==> src/logic/asp_pkg.sv <==
// constants shared by the async serial port register block
package asp_pkg;
  localparam int AW = 4;
  localparam int DW = 8;
  // register offsets
  localparam logic [3:0] OFF_DATA  = 4'h0;
  localparam logic [3:0] OFF_IER   = 4'h1;
  localparam logic [3:0] OFF_ISR   = 4'h2;
  localparam logic [3:0] OFF_LCR   = 4'h3;
  localparam logic [3:0] OFF_MCR   = 4'h4;
  localparam logic [3:0] OFF_LSR   = 4'h5;
  localparam logic [3:0] OFF_MSR   = 4'h6;
  localparam logic [3:0] OFF_SCR   = 4'h7;
  localparam logic [3:0] OFF_EVT   = 4'h8;
  localparam logic [3:0] OFF_EMASK = 4'h9;
  // line control fields
  localparam int LCR_DLAB = 7;
  localparam int LCR_SIL  = 6;
  localparam int LCR_FIXP = 5;
  localparam int LCR_EPS  = 4;
  localparam int LCR_PEN  = 3;
  localparam int LCR_STB  = 2;
  // interrupt enable fields
  localparam int IER_RX  = 0;
  localparam int IER_TX  = 1;
  localparam int IER_LS  = 2;
  localparam int IER_MS  = 3;
  // fifo control fields
  localparam int FCR_EN    = 0;
  localparam int FCR_RXCLR = 1;
  localparam int FCR_TXCLR = 2;
  localparam int FCR_TRIG  = 6;
  // modem control fields
  localparam int MCR_DTR  = 0;
  localparam int MCR_RTS  = 1;
  localparam int MCR_OUT1 = 2;
  localparam int MCR_OUT2 = 3;
  localparam int MCR_LOOP = 4;
  // reset values
  localparam logic [15:0] DIV_RST = 16'h0001;
  localparam logic [7:0]  LCR_RST = 8'h03;
  localparam logic [7:0]  ZERO8   = 8'h00;
  // interrupt identity codes, bit 0 low means pending
  localparam logic [3:0] IID_NONE = 4'h1;
  localparam logic [3:0] IID_LINE = 4'h6;
  localparam logic [3:0] IID_RXD  = 4'h4;
  localparam logic [3:0] IID_TMO  = 4'hC;
  localparam logic [3:0] IID_THR  = 4'h2;
  localparam logic [3:0] IID_MSR  = 4'h0;
  // fifo shape: 8 data bits plus parity, framing, break flags
  localparam int FIFO_DEPTH = 16;
  localparam int FIFO_CW    = 5;
  localparam int RX_W       = 11;
  // 16x oversampling tick counts
  localparam logic [4:0] TK_LAST  = 5'h0F;
  localparam logic [4:0] TK_MID   = 5'h07;
  localparam logic [4:0] TK_STOP15 = 5'h17;
  localparam logic [4:0] TK_STOP2 = 5'h1F;
  // receive timeout: four 10-bit characters of 16 ticks
  localparam logic [9:0] TMO_TICKS = 10'h280;
  localparam logic [4:0] TRIG_1  = 5'h01;
  localparam logic [4:0] TRIG_4  = 5'h04;
  localparam logic [4:0] TRIG_8  = 5'h08;
  localparam logic [4:0] TRIG_14 = 5'h0E;
endpackage

==> src/logic/asp_fifo.sv <==
// W-bit fifo with count, used for both serial directions
`timescale 1ns/1ps
module asp_fifo
  import asp_pkg::*;
#(
  parameter int W = RX_W
) (
  input  wire logic                clk_i,
  input  wire logic                rst_b_i,
  input  wire logic                clr_i,
  input  wire logic                push_i,
  input  wire logic                pop_i,
  input  wire logic [W-1:0]        din_i,
  output logic      [W-1:0]        dout_o,
  output logic      [FIFO_CW-1:0]  count_o,
  output logic                     empty_o,
  output logic                     full_o
);
  logic [W-1:0]         mem [FIFO_DEPTH];
  logic [FIFO_CW-2:0]   wp_ff;
  logic [FIFO_CW-2:0]   rp_ff;
  logic [FIFO_CW-1:0]   cnt_ff;
  wire                  do_push = push_i & ~full_o;
  wire                  do_pop  = pop_i & ~empty_o;

  assign empty_o = (cnt_ff == '0);
  assign full_o  = (cnt_ff == FIFO_CW'(FIFO_DEPTH));
  assign count_o = cnt_ff;
  assign dout_o  = mem[rp_ff];

  always_ff @(posedge clk_i) begin
    if (do_push) begin
      mem[wp_ff] <= din_i;
    end
  end

  always_ff @(posedge clk_i or negedge rst_b_i) begin
    if (!rst_b_i) begin
      wp_ff  <= '0;
      rp_ff  <= '0;
      cnt_ff <= '0;
    end else if (clr_i) begin
      wp_ff  <= '0;
      rp_ff  <= '0;
      cnt_ff <= '0;
    end else begin
      wp_ff  <= wp_ff + (FIFO_CW-1)'(do_push);
      rp_ff  <= rp_ff + (FIFO_CW-1)'(do_pop);
      cnt_ff <= cnt_ff + FIFO_CW'(do_push) - FIFO_CW'(do_pop);
    end
  end
endmodule

==> src/logic/asp_uart.sv <==
// async serial port: register map, baud generator, transmitter, receiver
//
// Contract
// - a character is start, 5-8 data, optional parity, 1/1.5/2 stops
// - 16-bit divisor 1..65535 yields the 16x tick driving transmit
// - receiver samples on the same 16x tick
// - selectable fifo mode with 16-byte receive and transmit fifos
// - divisor access bit set: offsets 0 and 1 hold divisor bytes
// - divisor access clear: offset 0 reads receive, writes transmit
// - offset 1 holds four interrupt enables, upper bits read zero
// - force silence drives the infrared output to 0 while set
// - force silence touches only the infrared output, not the shifter
// - fixed parity sends and checks inverse of even-parity select
// - data go least significant bit first on the line
// - non-fifo mode reads zero in identity bit 3, fifo bits, fifo error
// - length code 00..11 selects 5..8 data bits
// - extra stop control: 1.5 stops for 5 bits, else 2
// - parity sits between last data bit and first stop
// - even select makes ones count even, otherwise odd
`timescale 1ns/1ps
module asp_uart
  import asp_pkg::*;
(
  input  wire logic          clk_i,
  input  wire logic          rst_b_i,
  input  wire logic [AW-1:0] addr_i,
  input  wire logic [DW-1:0] wdata_i,
  input  wire logic          wr_i,
  input  wire logic          rd_i,
  output logic      [DW-1:0] rdata_o,
  output logic               irq_o,
  input  wire logic          serial_rx_i,
  output logic               serial_tx_line_o,
  output logic               infrared_tx_out_o,
  input  wire logic          cts_b_i,
  input  wire logic          dsr_b_i,
  input  wire logic          ri_b_i,
  input  wire logic          dcd_b_i,
  output logic               rts_b_o,
  output logic               dtr_b_o
);
  typedef enum logic [4:0] {
    S_IDLE  = 5'b00001,
    S_START = 5'b00010,
    S_DATA  = 5'b00100,
    S_PAR   = 5'b01000,
    S_STOP  = 5'b10000
  } asp_state_t;

  logic [15:0]   div_ff;
  logic [15:0]   bcnt_ff;
  logic [7:0]    lcr_ff;
  logic [3:0]    ier_ff;
  logic [4:0]    mcr_ff;
  logic [7:0]    scr_ff;
  logic          fen_ff;
  logic [1:0]    trig_ff;
  logic          oe_ff;
  logic          pe_ff;
  logic          fe_ff;
  logic          bi_ff;
  logic [4:0]    errcnt_ff;
  logic          thri_ff;
  logic          thre_d_ff;
  logic [3:0]    msr_d_ff;
  logic [3:0]    mnow_ff;
  logic [3:0]    evt_ff;
  logic [3:0]    emask_ff;
  logic [9:0]    tmo_ff;
  logic [7:0]    rdata_ff;
  logic [1:0]    rx_sync_ff;
  logic [3:0]    m_meta_ff;
  logic [3:0]    m_sync_ff;
  logic          serial_tx_line_ff;
  logic          irout_ff;
  asp_state_t    tx_st_ff;
  asp_state_t    nxt_tx_st;
  asp_state_t    rx_st_ff;
  asp_state_t    nxt_rx_st;
  logic [4:0]    tx_tk_ff;
  logic [4:0]    nxt_tx_tk;
  logic [2:0]    tx_bit_ff;
  logic [2:0]    nxt_tx_bit;
  logic [7:0]    tx_sh_ff;
  logic [7:0]    nxt_tx_sh;
  logic          tx_line_ff;
  logic          nxt_tx_line;
  logic [4:0]    rx_tk_ff;
  logic [4:0]    nxt_rx_tk;
  logic [2:0]    rx_bit_ff;
  logic [2:0]    nxt_rx_bit;
  logic [7:0]    rx_sh_ff;
  logic [7:0]    nxt_rx_sh;
  logic          rx_perr_ff;
  logic          nxt_rx_perr;
  logic          rx_push;
  logic          tx_pop;
  logic          tx_done;
  logic [7:0]    rd_mux;
  logic [3:0]    iid;

  // register decode
  wire dlab     = lcr_ff[LCR_DLAB];
  wire wr_data  = wr_i & (addr_i == OFF_DATA);
  wire wr_ier   = wr_i & (addr_i == OFF_IER);
  wire wr_fcr   = wr_i & (addr_i == OFF_ISR);
  wire rd_data  = rd_i & (addr_i == OFF_DATA);
  wire wr_tbr   = wr_data & ~dlab;
  wire rd_rbr   = rd_data & ~dlab;
  wire wr_dll   = wr_data & dlab;
  wire wr_dlh   = wr_ier & dlab;
  wire rd_isr   = rd_i & (addr_i == OFF_ISR);
  wire rd_lsr   = rd_i & (addr_i == OFF_LSR);
  wire rd_msr   = rd_i & (addr_i == OFF_MSR);
  wire fen_chg  = wr_fcr & (wdata_i[FCR_EN] != fen_ff);
  wire rx_clr   = fen_chg | (wr_fcr & wdata_i[FCR_RXCLR]);
  wire tx_clr   = fen_chg | (wr_fcr & wdata_i[FCR_TXCLR]);
  wire loop     = mcr_ff[MCR_LOOP];

  // frame format
  wire [1:0] len    = lcr_ff[1:0];
  wire [2:0] last_b = {1'b1, len};
  wire [7:0] lmask  = 8'hFF >> (2'h3 - len);
  wire       pen    = lcr_ff[LCR_PEN];
  wire       eps    = lcr_ff[LCR_EPS];
  wire       fixp   = lcr_ff[LCR_FIXP];
  wire [4:0] stop_last = !lcr_ff[LCR_STB] ? TK_LAST :
                         (len == 2'h0) ? TK_STOP15 : TK_STOP2;

  // baud generator; divisor zero stops the tick
  wire tick = (div_ff != '0) && (bcnt_ff >= div_ff - 16'h0001);

  // fifos
  logic [RX_W-1:0]    rx_head;
  logic [FIFO_CW-1:0] rx_cnt;
  logic [FIFO_CW-1:0] tx_cnt;
  logic [7:0]         tx_head;
  logic               rx_empty;
  logic               rx_full;
  logic               tx_empty;
  logic               tx_full;
  wire [RX_W-1:0] rx_entry;
  // without fifo mode each fifo stands in for a one-byte holding register
  wire rx_room  = fen_ff ? ~rx_full : rx_empty;
  wire tx_room  = fen_ff ? ~tx_full : tx_empty;
  wire rx_pop   = rd_rbr & ~rx_empty;
  wire entry_err = |rx_entry[RX_W-1:DW];
  wire head_err  = |rx_head[RX_W-1:DW];

  asp_fifo #(.W(RX_W)) u_rx_fifo (
    .clk_i   (clk_i),
    .rst_b_i (rst_b_i),
    .clr_i   (rx_clr),
    .push_i  (rx_push & rx_room),
    .pop_i   (rx_pop),
    .din_i   (rx_entry),
    .dout_o  (rx_head),
    .count_o (rx_cnt),
    .empty_o (rx_empty),
    .full_o  (rx_full)
  );

  asp_fifo #(.W(DW)) u_tx_fifo (
    .clk_i   (clk_i),
    .rst_b_i (rst_b_i),
    .clr_i   (tx_clr),
    .push_i  (wr_tbr & tx_room),
    .pop_i   (tx_pop),
    .din_i   (wdata_i),
    .dout_o  (tx_head),
    .count_o (tx_cnt),
    .empty_o (tx_empty),
    .full_o  (tx_full)
  );

  // transmitter
  wire tx_par = fixp ? ~eps : (eps ? ^(tx_sh_ff & lmask) : ~^(tx_sh_ff & lmask));
  wire tx_idle = (tx_st_ff == S_IDLE);
  assign tx_pop = tx_idle & tick & ~tx_empty;

  always_comb begin
    nxt_tx_st   = tx_st_ff;
    nxt_tx_tk   = tx_tk_ff;
    nxt_tx_bit  = tx_bit_ff;
    nxt_tx_sh   = tx_sh_ff;
    nxt_tx_line = tx_line_ff;
    tx_done     = 1'b0;
    if (tick) begin
      nxt_tx_tk = tx_tk_ff + 5'h01;
      unique case (tx_st_ff)
        S_IDLE: begin
          nxt_tx_line = 1'b1;
          if (!tx_empty) begin
            nxt_tx_st   = S_START;
            nxt_tx_sh   = tx_head;
            nxt_tx_line = 1'b0;
            nxt_tx_tk   = '0;
          end
        end
        S_START: if (tx_tk_ff == TK_LAST) begin
          nxt_tx_st   = S_DATA;
          nxt_tx_line = tx_sh_ff[0];
          nxt_tx_bit  = '0;
          nxt_tx_tk   = '0;
        end
        S_DATA: if (tx_tk_ff == TK_LAST) begin
          nxt_tx_tk = '0;
          nxt_tx_bit = tx_bit_ff + 3'h1;
          // byte held whole so parity still sees every data bit
          nxt_tx_line = tx_sh_ff[tx_bit_ff + 3'h1];
          if (tx_bit_ff == last_b) begin
            nxt_tx_st   = pen ? S_PAR : S_STOP;
            nxt_tx_line = pen ? tx_par : 1'b1;
          end
        end
        S_PAR: if (tx_tk_ff == TK_LAST) begin
          nxt_tx_st   = S_STOP;
          nxt_tx_line = 1'b1;
          nxt_tx_tk   = '0;
        end
        S_STOP: if (tx_tk_ff == stop_last) begin
          nxt_tx_st = S_IDLE;
          tx_done   = 1'b1;
        end
      endcase
    end
  end

  // receiver; loopback feeds the shifter output straight back
  wire rx_in   = loop ? tx_line_ff : rx_sync_ff[1];
  wire [7:0] rx_byte = rx_sh_ff >> (2'h3 - len);
  wire rx_exp  = fixp ? ~eps : (eps ? ^rx_byte : ~^rx_byte);
  wire rx_brk  = ~rx_in & (rx_sh_ff == '0) & ~rx_perr_ff;
  assign rx_entry = {rx_brk, ~rx_in, rx_perr_ff, rx_byte};

  always_comb begin
    nxt_rx_st   = rx_st_ff;
    nxt_rx_tk   = rx_tk_ff;
    nxt_rx_bit  = rx_bit_ff;
    nxt_rx_sh   = rx_sh_ff;
    nxt_rx_perr = rx_perr_ff;
    rx_push     = 1'b0;
    if (tick) begin
      nxt_rx_tk = rx_tk_ff + 5'h01;
      unique case (rx_st_ff)
        S_IDLE: if (!rx_in) begin
          nxt_rx_st = S_START;
          nxt_rx_tk = '0;
        end
        S_START: if (rx_tk_ff == TK_MID) begin
          // a glitch shorter than half a bit is not a start
          nxt_rx_st   = rx_in ? S_IDLE : S_DATA;
          nxt_rx_tk   = '0;
          nxt_rx_bit  = '0;
          nxt_rx_perr = 1'b0;
          nxt_rx_sh   = '0;
        end
        S_DATA: if (rx_tk_ff == TK_LAST) begin
          nxt_rx_tk  = '0;
          nxt_rx_sh  = {rx_in, rx_sh_ff[7:1]};
          nxt_rx_bit = rx_bit_ff + 3'h1;
          if (rx_bit_ff == last_b) begin
            nxt_rx_st = pen ? S_PAR : S_STOP;
          end
        end
        S_PAR: if (rx_tk_ff == TK_LAST) begin
          nxt_rx_tk   = '0;
          nxt_rx_perr = (rx_in != rx_exp);
          nxt_rx_st   = S_STOP;
        end
        S_STOP: if (rx_tk_ff == TK_LAST) begin
          // only the first stop is checked; the next start may follow
          rx_push   = 1'b1;
          nxt_rx_st = S_IDLE;
        end
      endcase
    end
  end

  // status
  wire rx_ok    = rx_push & rx_room;
  wire thre     = tx_empty;
  wire temt     = tx_empty & tx_idle;
  wire rfe      = fen_ff & (errcnt_ff != '0);
  wire [7:0] lsr = {rfe, temt, thre, bi_ff, fe_ff, pe_ff, oe_ff, ~rx_empty};
  wire [3:0] mpin  = ~m_sync_ff;
  wire [3:0] mloop = {mcr_ff[MCR_OUT2], mcr_ff[MCR_OUT1], mcr_ff[MCR_DTR], mcr_ff[MCR_RTS]};
  wire [3:0] mcur  = loop ? mloop : mpin;
  wire [3:0] mchg  = {mcur[3] ^ mnow_ff[3], ~mcur[2] & mnow_ff[2],
                      mcur[1] ^ mnow_ff[1], mcur[0] ^ mnow_ff[0]};
  wire [4:0] trig  = (trig_ff == 2'h0) ? TRIG_1 : (trig_ff == 2'h1) ? TRIG_4 :
                     (trig_ff == 2'h2) ? TRIG_8 : TRIG_14;
  wire rx_lvl   = fen_ff ? (rx_cnt >= trig) : ~rx_empty;
  wire tmo_hit  = fen_ff & ~rx_empty & (tmo_ff == TMO_TICKS);
  wire line_err = oe_ff | pe_ff | fe_ff | bi_ff;

  // identity in priority order
  always_comb begin
    if (ier_ff[IER_LS] && line_err) begin
      iid = IID_LINE;
    end else if (ier_ff[IER_RX] && rx_lvl) begin
      iid = IID_RXD;
    end else if (ier_ff[IER_RX] && tmo_hit) begin
      iid = IID_TMO;
    end else if (ier_ff[IER_TX] && thri_ff) begin
      iid = IID_THR;
    end else if (ier_ff[IER_MS] && (msr_d_ff != '0)) begin
      iid = IID_MSR;
    end else begin
      iid = IID_NONE;
    end
  end

  wire [3:0] evt_set = {|mchg, rx_ok & entry_err | rx_push & ~rx_room, tx_done, rx_ok};
  // sticky events gated by their mask join the enabled identity sources
  assign irq_o = (iid != IID_NONE) | |(evt_ff & emask_ff);

  // read mux
  always_comb begin
    unique case (addr_i)
      OFF_DATA:  rd_mux = dlab ? div_ff[7:0] : rx_head[DW-1:0];
      OFF_IER:   rd_mux = dlab ? div_ff[15:8] : {4'h0, ier_ff};
      OFF_ISR:   rd_mux = {{2{fen_ff}}, 2'h0, iid};
      OFF_LCR:   rd_mux = lcr_ff;
      OFF_MCR:   rd_mux = {3'h0, mcr_ff};
      OFF_LSR:   rd_mux = lsr;
      OFF_MSR:   rd_mux = {mcur, msr_d_ff};
      OFF_SCR:   rd_mux = scr_ff;
      OFF_EVT:   rd_mux = {4'h0, evt_ff};
      OFF_EMASK: rd_mux = {4'h0, emask_ff};
      default:   rd_mux = ZERO8;
    endcase
  end

  assign rdata_o           = rdata_ff;
  assign serial_tx_line_o  = serial_tx_line_ff;
  assign infrared_tx_out_o = irout_ff;
  assign rts_b_o           = loop | ~mcr_ff[MCR_RTS];
  assign dtr_b_o           = loop | ~mcr_ff[MCR_DTR];

  // pin synchronisers
  always_ff @(posedge clk_i or negedge rst_b_i) begin
    if (!rst_b_i) begin
      rx_sync_ff <= 2'h3;
      m_meta_ff  <= 4'hF;
      m_sync_ff  <= 4'hF;
    end else begin
      rx_sync_ff <= {rx_sync_ff[0], serial_rx_i};
      m_meta_ff  <= {dcd_b_i, ri_b_i, dsr_b_i, cts_b_i};
      m_sync_ff  <= m_meta_ff;
    end
  end

  // configuration registers
  always_ff @(posedge clk_i or negedge rst_b_i) begin
    if (!rst_b_i) begin
      div_ff   <= DIV_RST;
      lcr_ff   <= LCR_RST;
      ier_ff   <= '0;
      mcr_ff   <= '0;
      scr_ff   <= '0;
      fen_ff   <= 1'b0;
      trig_ff  <= '0;
      emask_ff <= '0;
    end else begin
      if (wr_dll) div_ff[7:0] <= wdata_i;
      if (wr_dlh) div_ff[15:8] <= wdata_i;
      if (wr_ier & ~dlab) ier_ff <= wdata_i[3:0];
      if (wr_i && addr_i == OFF_LCR) lcr_ff <= wdata_i;
      if (wr_i && addr_i == OFF_MCR) mcr_ff <= wdata_i[4:0];
      if (wr_i && addr_i == OFF_SCR) scr_ff <= wdata_i;
      if (wr_i && addr_i == OFF_EMASK) emask_ff <= wdata_i[3:0];
      if (wr_fcr) begin
        fen_ff  <= wdata_i[FCR_EN];
        trig_ff <= wdata_i[FCR_TRIG+1:FCR_TRIG];
      end
    end
  end

  // engines, status and bus answer; every sticky flag's hardware set beats its clear, but rx_clr beats the error count's increment
  always_ff @(posedge clk_i or negedge rst_b_i) begin
    if (!rst_b_i) begin
      bcnt_ff    <= '0;
      tx_st_ff   <= S_IDLE;
      tx_tk_ff   <= '0;
      tx_bit_ff  <= '0;
      tx_sh_ff   <= '0;
      tx_line_ff <= 1'b1;
      rx_st_ff   <= S_IDLE;
      rx_tk_ff   <= '0;
      rx_bit_ff  <= '0;
      rx_sh_ff   <= '0;
      rx_perr_ff <= 1'b0;
      oe_ff      <= 1'b0;
      pe_ff      <= 1'b0;
      fe_ff      <= 1'b0;
      bi_ff      <= 1'b0;
      errcnt_ff  <= '0;
      thri_ff    <= 1'b0;
      thre_d_ff  <= 1'b1;
      msr_d_ff   <= '0;
      mnow_ff    <= '0;
      evt_ff     <= '0;
      tmo_ff     <= '0;
      rdata_ff   <= '0;
      serial_tx_line_ff    <= 1'b1;
      irout_ff   <= 1'b1;
    end else begin
      bcnt_ff    <= tick ? '0 : bcnt_ff + 16'h0001;
      tx_st_ff   <= nxt_tx_st;
      tx_tk_ff   <= nxt_tx_tk;
      tx_bit_ff  <= nxt_tx_bit;
      tx_sh_ff   <= nxt_tx_sh;
      tx_line_ff <= nxt_tx_line;
      rx_st_ff   <= nxt_rx_st;
      rx_tk_ff   <= nxt_rx_tk;
      rx_bit_ff  <= nxt_rx_bit;
      rx_sh_ff   <= nxt_rx_sh;
      rx_perr_ff <= nxt_rx_perr;
      oe_ff <= (oe_ff & ~rd_lsr) | (rx_push & ~rx_room);
      pe_ff <= (pe_ff & ~rd_lsr) | (rx_ok & rx_entry[DW]);
      fe_ff <= (fe_ff & ~rd_lsr) | (rx_ok & rx_entry[DW+1]);
      bi_ff <= (bi_ff & ~rd_lsr) | (rx_ok & rx_entry[DW+2]);
      errcnt_ff <= rx_clr ? '0 : errcnt_ff + FIFO_CW'(rx_ok & entry_err)
                                           - FIFO_CW'(rx_pop & head_err);
      thre_d_ff <= thre;
      thri_ff <= (thri_ff & ~wr_tbr & ~(rd_isr & iid == IID_THR)) | (thre & ~thre_d_ff);
      mnow_ff  <= mcur;
      msr_d_ff <= (msr_d_ff & {4{~rd_msr}}) | mchg;
      evt_ff <= (evt_ff & ~({4{wr_i && addr_i == OFF_EVT}} & wdata_i[3:0])) | evt_set;
      if (rx_ok | rx_pop | rx_empty) begin
        tmo_ff <= '0;
      end else if (tick && tmo_ff != TMO_TICKS) begin
        tmo_ff <= tmo_ff + 10'h001;
      end
      rdata_ff <= rd_i ? rd_mux : ZERO8;
      serial_tx_line_ff  <= loop | tx_line_ff;
      // silence only gates the infrared copy; the shifter runs on
      irout_ff <= ~lcr_ff[LCR_SIL] & (loop | tx_line_ff);
    end
  end
endmodule

==> config.mk <==
export PLATFORM = sky130hd
export DESIGN_NAME = asp_uart
export DESIGN_NICKNAME = d
export VERILOG_FILES = /design/src/logic/asp_pkg.sv /design/src/logic/asp_fifo.sv /design/src/logic/asp_uart.sv
export SDC_FILE = /design/constraint.sdc
export NUM_CORES = 1
export LEC_CHECK = 0
export BUFFER_PORTS_ARGS = -buffer_cell sky130_fd_sc_hd__clkbuf_2
export CAP_MARGIN = 20
export CORE_MARGIN = 2
export CORE_UTILIZATION = 52
export DETAILED_ROUTE_END_ITERATION = 8
export PLACE_DENSITY = 0.77
export SKIP_CTS_REPAIR_TIMING = 1
export SLEW_MARGIN = 20
export SYNTH_ARGS = -nofsm -noshare
export SYNTH_HDL_FRONTEND = slang
export SYNTH_SLANG_ARGS = --single-unit
==> constraint.sdc <==
create_clock -name clk_i -period 6 [get_ports clk_i]
set_input_delay 0 -clock clk_i [delete_from_list [all_inputs] [get_ports clk_i]]
set_output_delay 0 -clock clk_i [all_outputs]
set_load 0.005 [all_outputs]
==> flow_summary.toml <==
[status]
status = "complete, no violations"

[placed_design]
dp_hpwl_mm = 32.8
gp_congestion = 0.897
io_buffers = 33

[timing]
report.final.slew_viol_count = 0
whs_ns = 0.00731
skew_ns = 0.0252
setup_viol = 0
rsz0062_at_grt = "false"
fmax_mhz = 184
fin_crit_ns = 5.42
max_slew_margin_pct = 34.7
finalHoldViolCount = 0
finalSetupTns_ns = 0
finalCritPeriodShare_pct = 90.4
worstMarginPinSlew_ns = 0.976

[clocking]
cts_root_buffer = "clkbuf_16"
h-tree-depth = 2
cts_buffers = 49
cts_max_path_buffers = 3
clkTransAtPathRegs_ns = 0.06
clock_latency_ns = 0.60
cts_tree = "done"
clock_sinks = 491

[grt]
track_usage_pct = 23.3
grt_pass1_vias = 13600
grt_max_degree = 133
grt-ovfl-total = 0
antenna_found_initial = 1
grt_pass1_wl_mm = 78.6

[worst_setup_path]
critPathKind = "reg2reg"
critPathArrivalTime_ns = 5.87
critical-path-max-stage-delay_ns = 0.59
critPathMaxFanout = 13
crit_family = "simple AND/OR/NAND/NOR gates"
cp-end-kind = "flip-flop"
path_cells = "or4_4 -> or3_4 -> or3_4 -> nor3_2 -> xnor2_1 -> ha_1 -> a21oi_1 -> o21ai_1 -> nor3_1 -> a21oi_2 -> buf_4 -> nand2_1 -> or3_1 -> inv_1 -> ha_1 -> inv_1 -> ha_1 -> fa_1 -> a21oi_1 -> nor2_1 -> nor2_1 -> xnor2_1 -> nor2_1"
cp_num_buf_inv = 3
critPathSlowestCell = "or4_4"
start_kind = "flip-flop"
cp.required_ns = 6.44

[routing]
vias_per_cell = 6.06
ant_nets = 0
first_pass_iters = 5
drt_iter0_markers = 1116
drt-total-wl_mm = 50.3
wl_per_cell_um = 23.1
drc = 0
via_count = 13200

[yosys]
ys.warnings.count = 0
ys_top_cells_by_area = "edfxtp_1, dfrtp_1, mux4_2, ha_1, mux2_2"
synth_edf_count = 304
synth_area_per_cell_um2 = 14.4
synth_cells = 1539
ys_types = 81
synthFlopType = "edfxtp_1"
syn_nets = 1622
async_flop_share_pct = 38.1
yosysSeqAreaShare_pct = 62.4
yosysTopAreaCell = "edfxtp_1"
synth_top_area_share_pct = 41.2
synth_seq_cells = 491
synthesis.area_um2 = 22200

[layout]
nFillCells = 3131
diodes = 0
layout.nets = 1683
drive_gt1_share_pct = 20.1
syn2layout_area_growth_pct = 11.9

[pwr]
peakVddDrop_mv = 0.249
p_leak_nw = 8.99
powerDensity_nw_per_um2 = 352

[die]
io_pins = 34
die_area_um2 = 44300
num_rows = 75
core_area_um2 = 42000
dieHeight_um = 210
start_util_pct = 52.7
die_w_um = 210

[job]
cap_violations = 0

[hold_path]
worst_hold_path_type = "in2async"
[worst register-to-register path, stage by stage (launching register included)]
cell and delay (ns):
dfrtp_1 0.44, or4_4 0.59, or3_4 0.41, or3_4 0.35, nor3_2 0.13, xnor2_1 0.16
ha_1 0.29, a21oi_1 0.15, o21ai_1 0.10, nor3_1 0.24, a21oi_2 0.08, buf_4 0.18
nand2_1 0.09, or3_1 0.39, inv_1 0.17, ha_1 0.31, inv_1 0.04, ha_1 0.19
fa_1 0.40, a21oi_1 0.17, nor2_1 0.06, nor2_1 0.12, xnor2_1 0.15, nor2_1 0.06
[area by class of cell]
type | instances | area, µm² | area share (%)
flip-flops and latches | 491 | 13800 | 55.8
multi-input cells | 930 | 7890 | 31.8
clock buffers | 55 | 1270 | 5.12
well taps | 539 | 674 | 2.72
repair buffers | 77 | 566 | 2.28
clock inverters | 37 | 354 | 1.43
inverters | 51 | 191 | 0.772
[state kept, by name, summed over array words and instances (netlist names), 10 cells and up]
signal and count:
tmo_ff 10, div_ff 16, bcnt_ff 16, u_rx_fifo.mem 176, u_tx_fifo.mem 128
[cells in the final DEF, fill, tap and decap left out, types with 42 or more instances in the layout]
master	count
edfxtp_1	304
dfrtp_1	164
nor2_1	109
nand2_1	85
mux4_2	83
ha_1	59
mux2_2	52
inv_1	51
a21oi_1	50
clkbuf_16	50
nand3_1	45
nor3_1	43
xnor2_1	42
[kinds of logic after synthesis]
| family | after synthesis | share of synthesized area [%] |
|---|---|---|
| adders and majority gates | 62 | 3.60 |
| DFF | 491 | 62.4 |
| buffers and inverters | 118 | 2.22 |
| xor gates and xnor gates | 80 | 3.29 |
| and+or+nand+nor | 430 | 10.0 |
| AOI/OAI and AO/OA | 177 | 5.22 |
| muxes | 181 | 13.2 |
[worst paths after layout]
check	end	depth (start not counted)	slack (ns)	startpoint
worst min register to register	rx_sync_ff[1]	0	0.35	rx_sync_ff[0]
worst max register to register	u_tx_fifo.count_o[4]	23	0.58	div_ff[4]
worst min-delay path	thre_d_ff	2	0.007	rst_b_i
min in group clk_i	u_tx_fifo.mem[3][5]	1	0.02	wdata_i[5]
max in group asynchronous	bcnt_ff[6]	3	5.27	rst_b_i
worst max-delay path	u_tx_fifo.count_o[4]	23	0.58	div_ff[4]
[through the flow]
| stage | total power, mW | setup WS [ns] | area [µm²] | util [%] | std cells |
|---|---|---|---|---|---|
| 2_1_floorplan | 5.24 | 1.29 | 22200 | - | 1539 |
| 3_3_place_gp | 5.63 | 0.772 | 23000 | 54.7 | 2078 |
| 3_5_place_dp | 5.69 | 0.595 | 23000 | 54.7 | 2078 |
| 4_1_cts | 8.77 | 0.578 | 24600 | 58.6 | 2170 |
| 5_1_grt | 9.12 | 0.232 | 24800 | 59.0 | 2180 |
| 6_report | 8.72 | 0.575 | 24800 | 59.0 | 2180 |
[where the power goes]
group / internal [mW] / leakage, nW / total (mW) / switching (mW)
registers: 3.81 / 4.85 / 4.15 / 0.341
logic: 0.707 / 3.37 / 1.50 / 0.792
clock network: 1.76 / 0.778 / 3.07 / 1.31
[Yosys cell counts (all sizes together) (3+ instances only)]
library cell  count
mux2i            36
mux2             62
or3               8
ha               59
inv              51
buf              33
clkbuf           34
o22ai            10
and3             17
xnor2            42
a211o             3
dfrtp           168
a211oi            8
a21o              8
o21ai            34
nand4            13
a21oi            52
or2               3
mux4             83
nor3             45
a2111oi           3
xor2             36
nor2            111
nand3            47
a22o             15
edfxtp          304
a31oi             5
a221oi            5
nand2            85
o211ai            4
dfstp            19
nor4             22
fa                3
nor4bb            3
and2              7
nand3b            5
nor2b            24
or4               7
a22oi             9
nand4b            4
nand2b           19
[metal layers]
layer,track usage (%),vias to the layer above,wire (µm)
met3,3.28,110,2410
li1,-,5940,-
met1,29.8,6735,20400
met2,40.7,416,25900
met4,8.86,2,1630
met5,0,-,9
(Power assumes the default switching activity.)
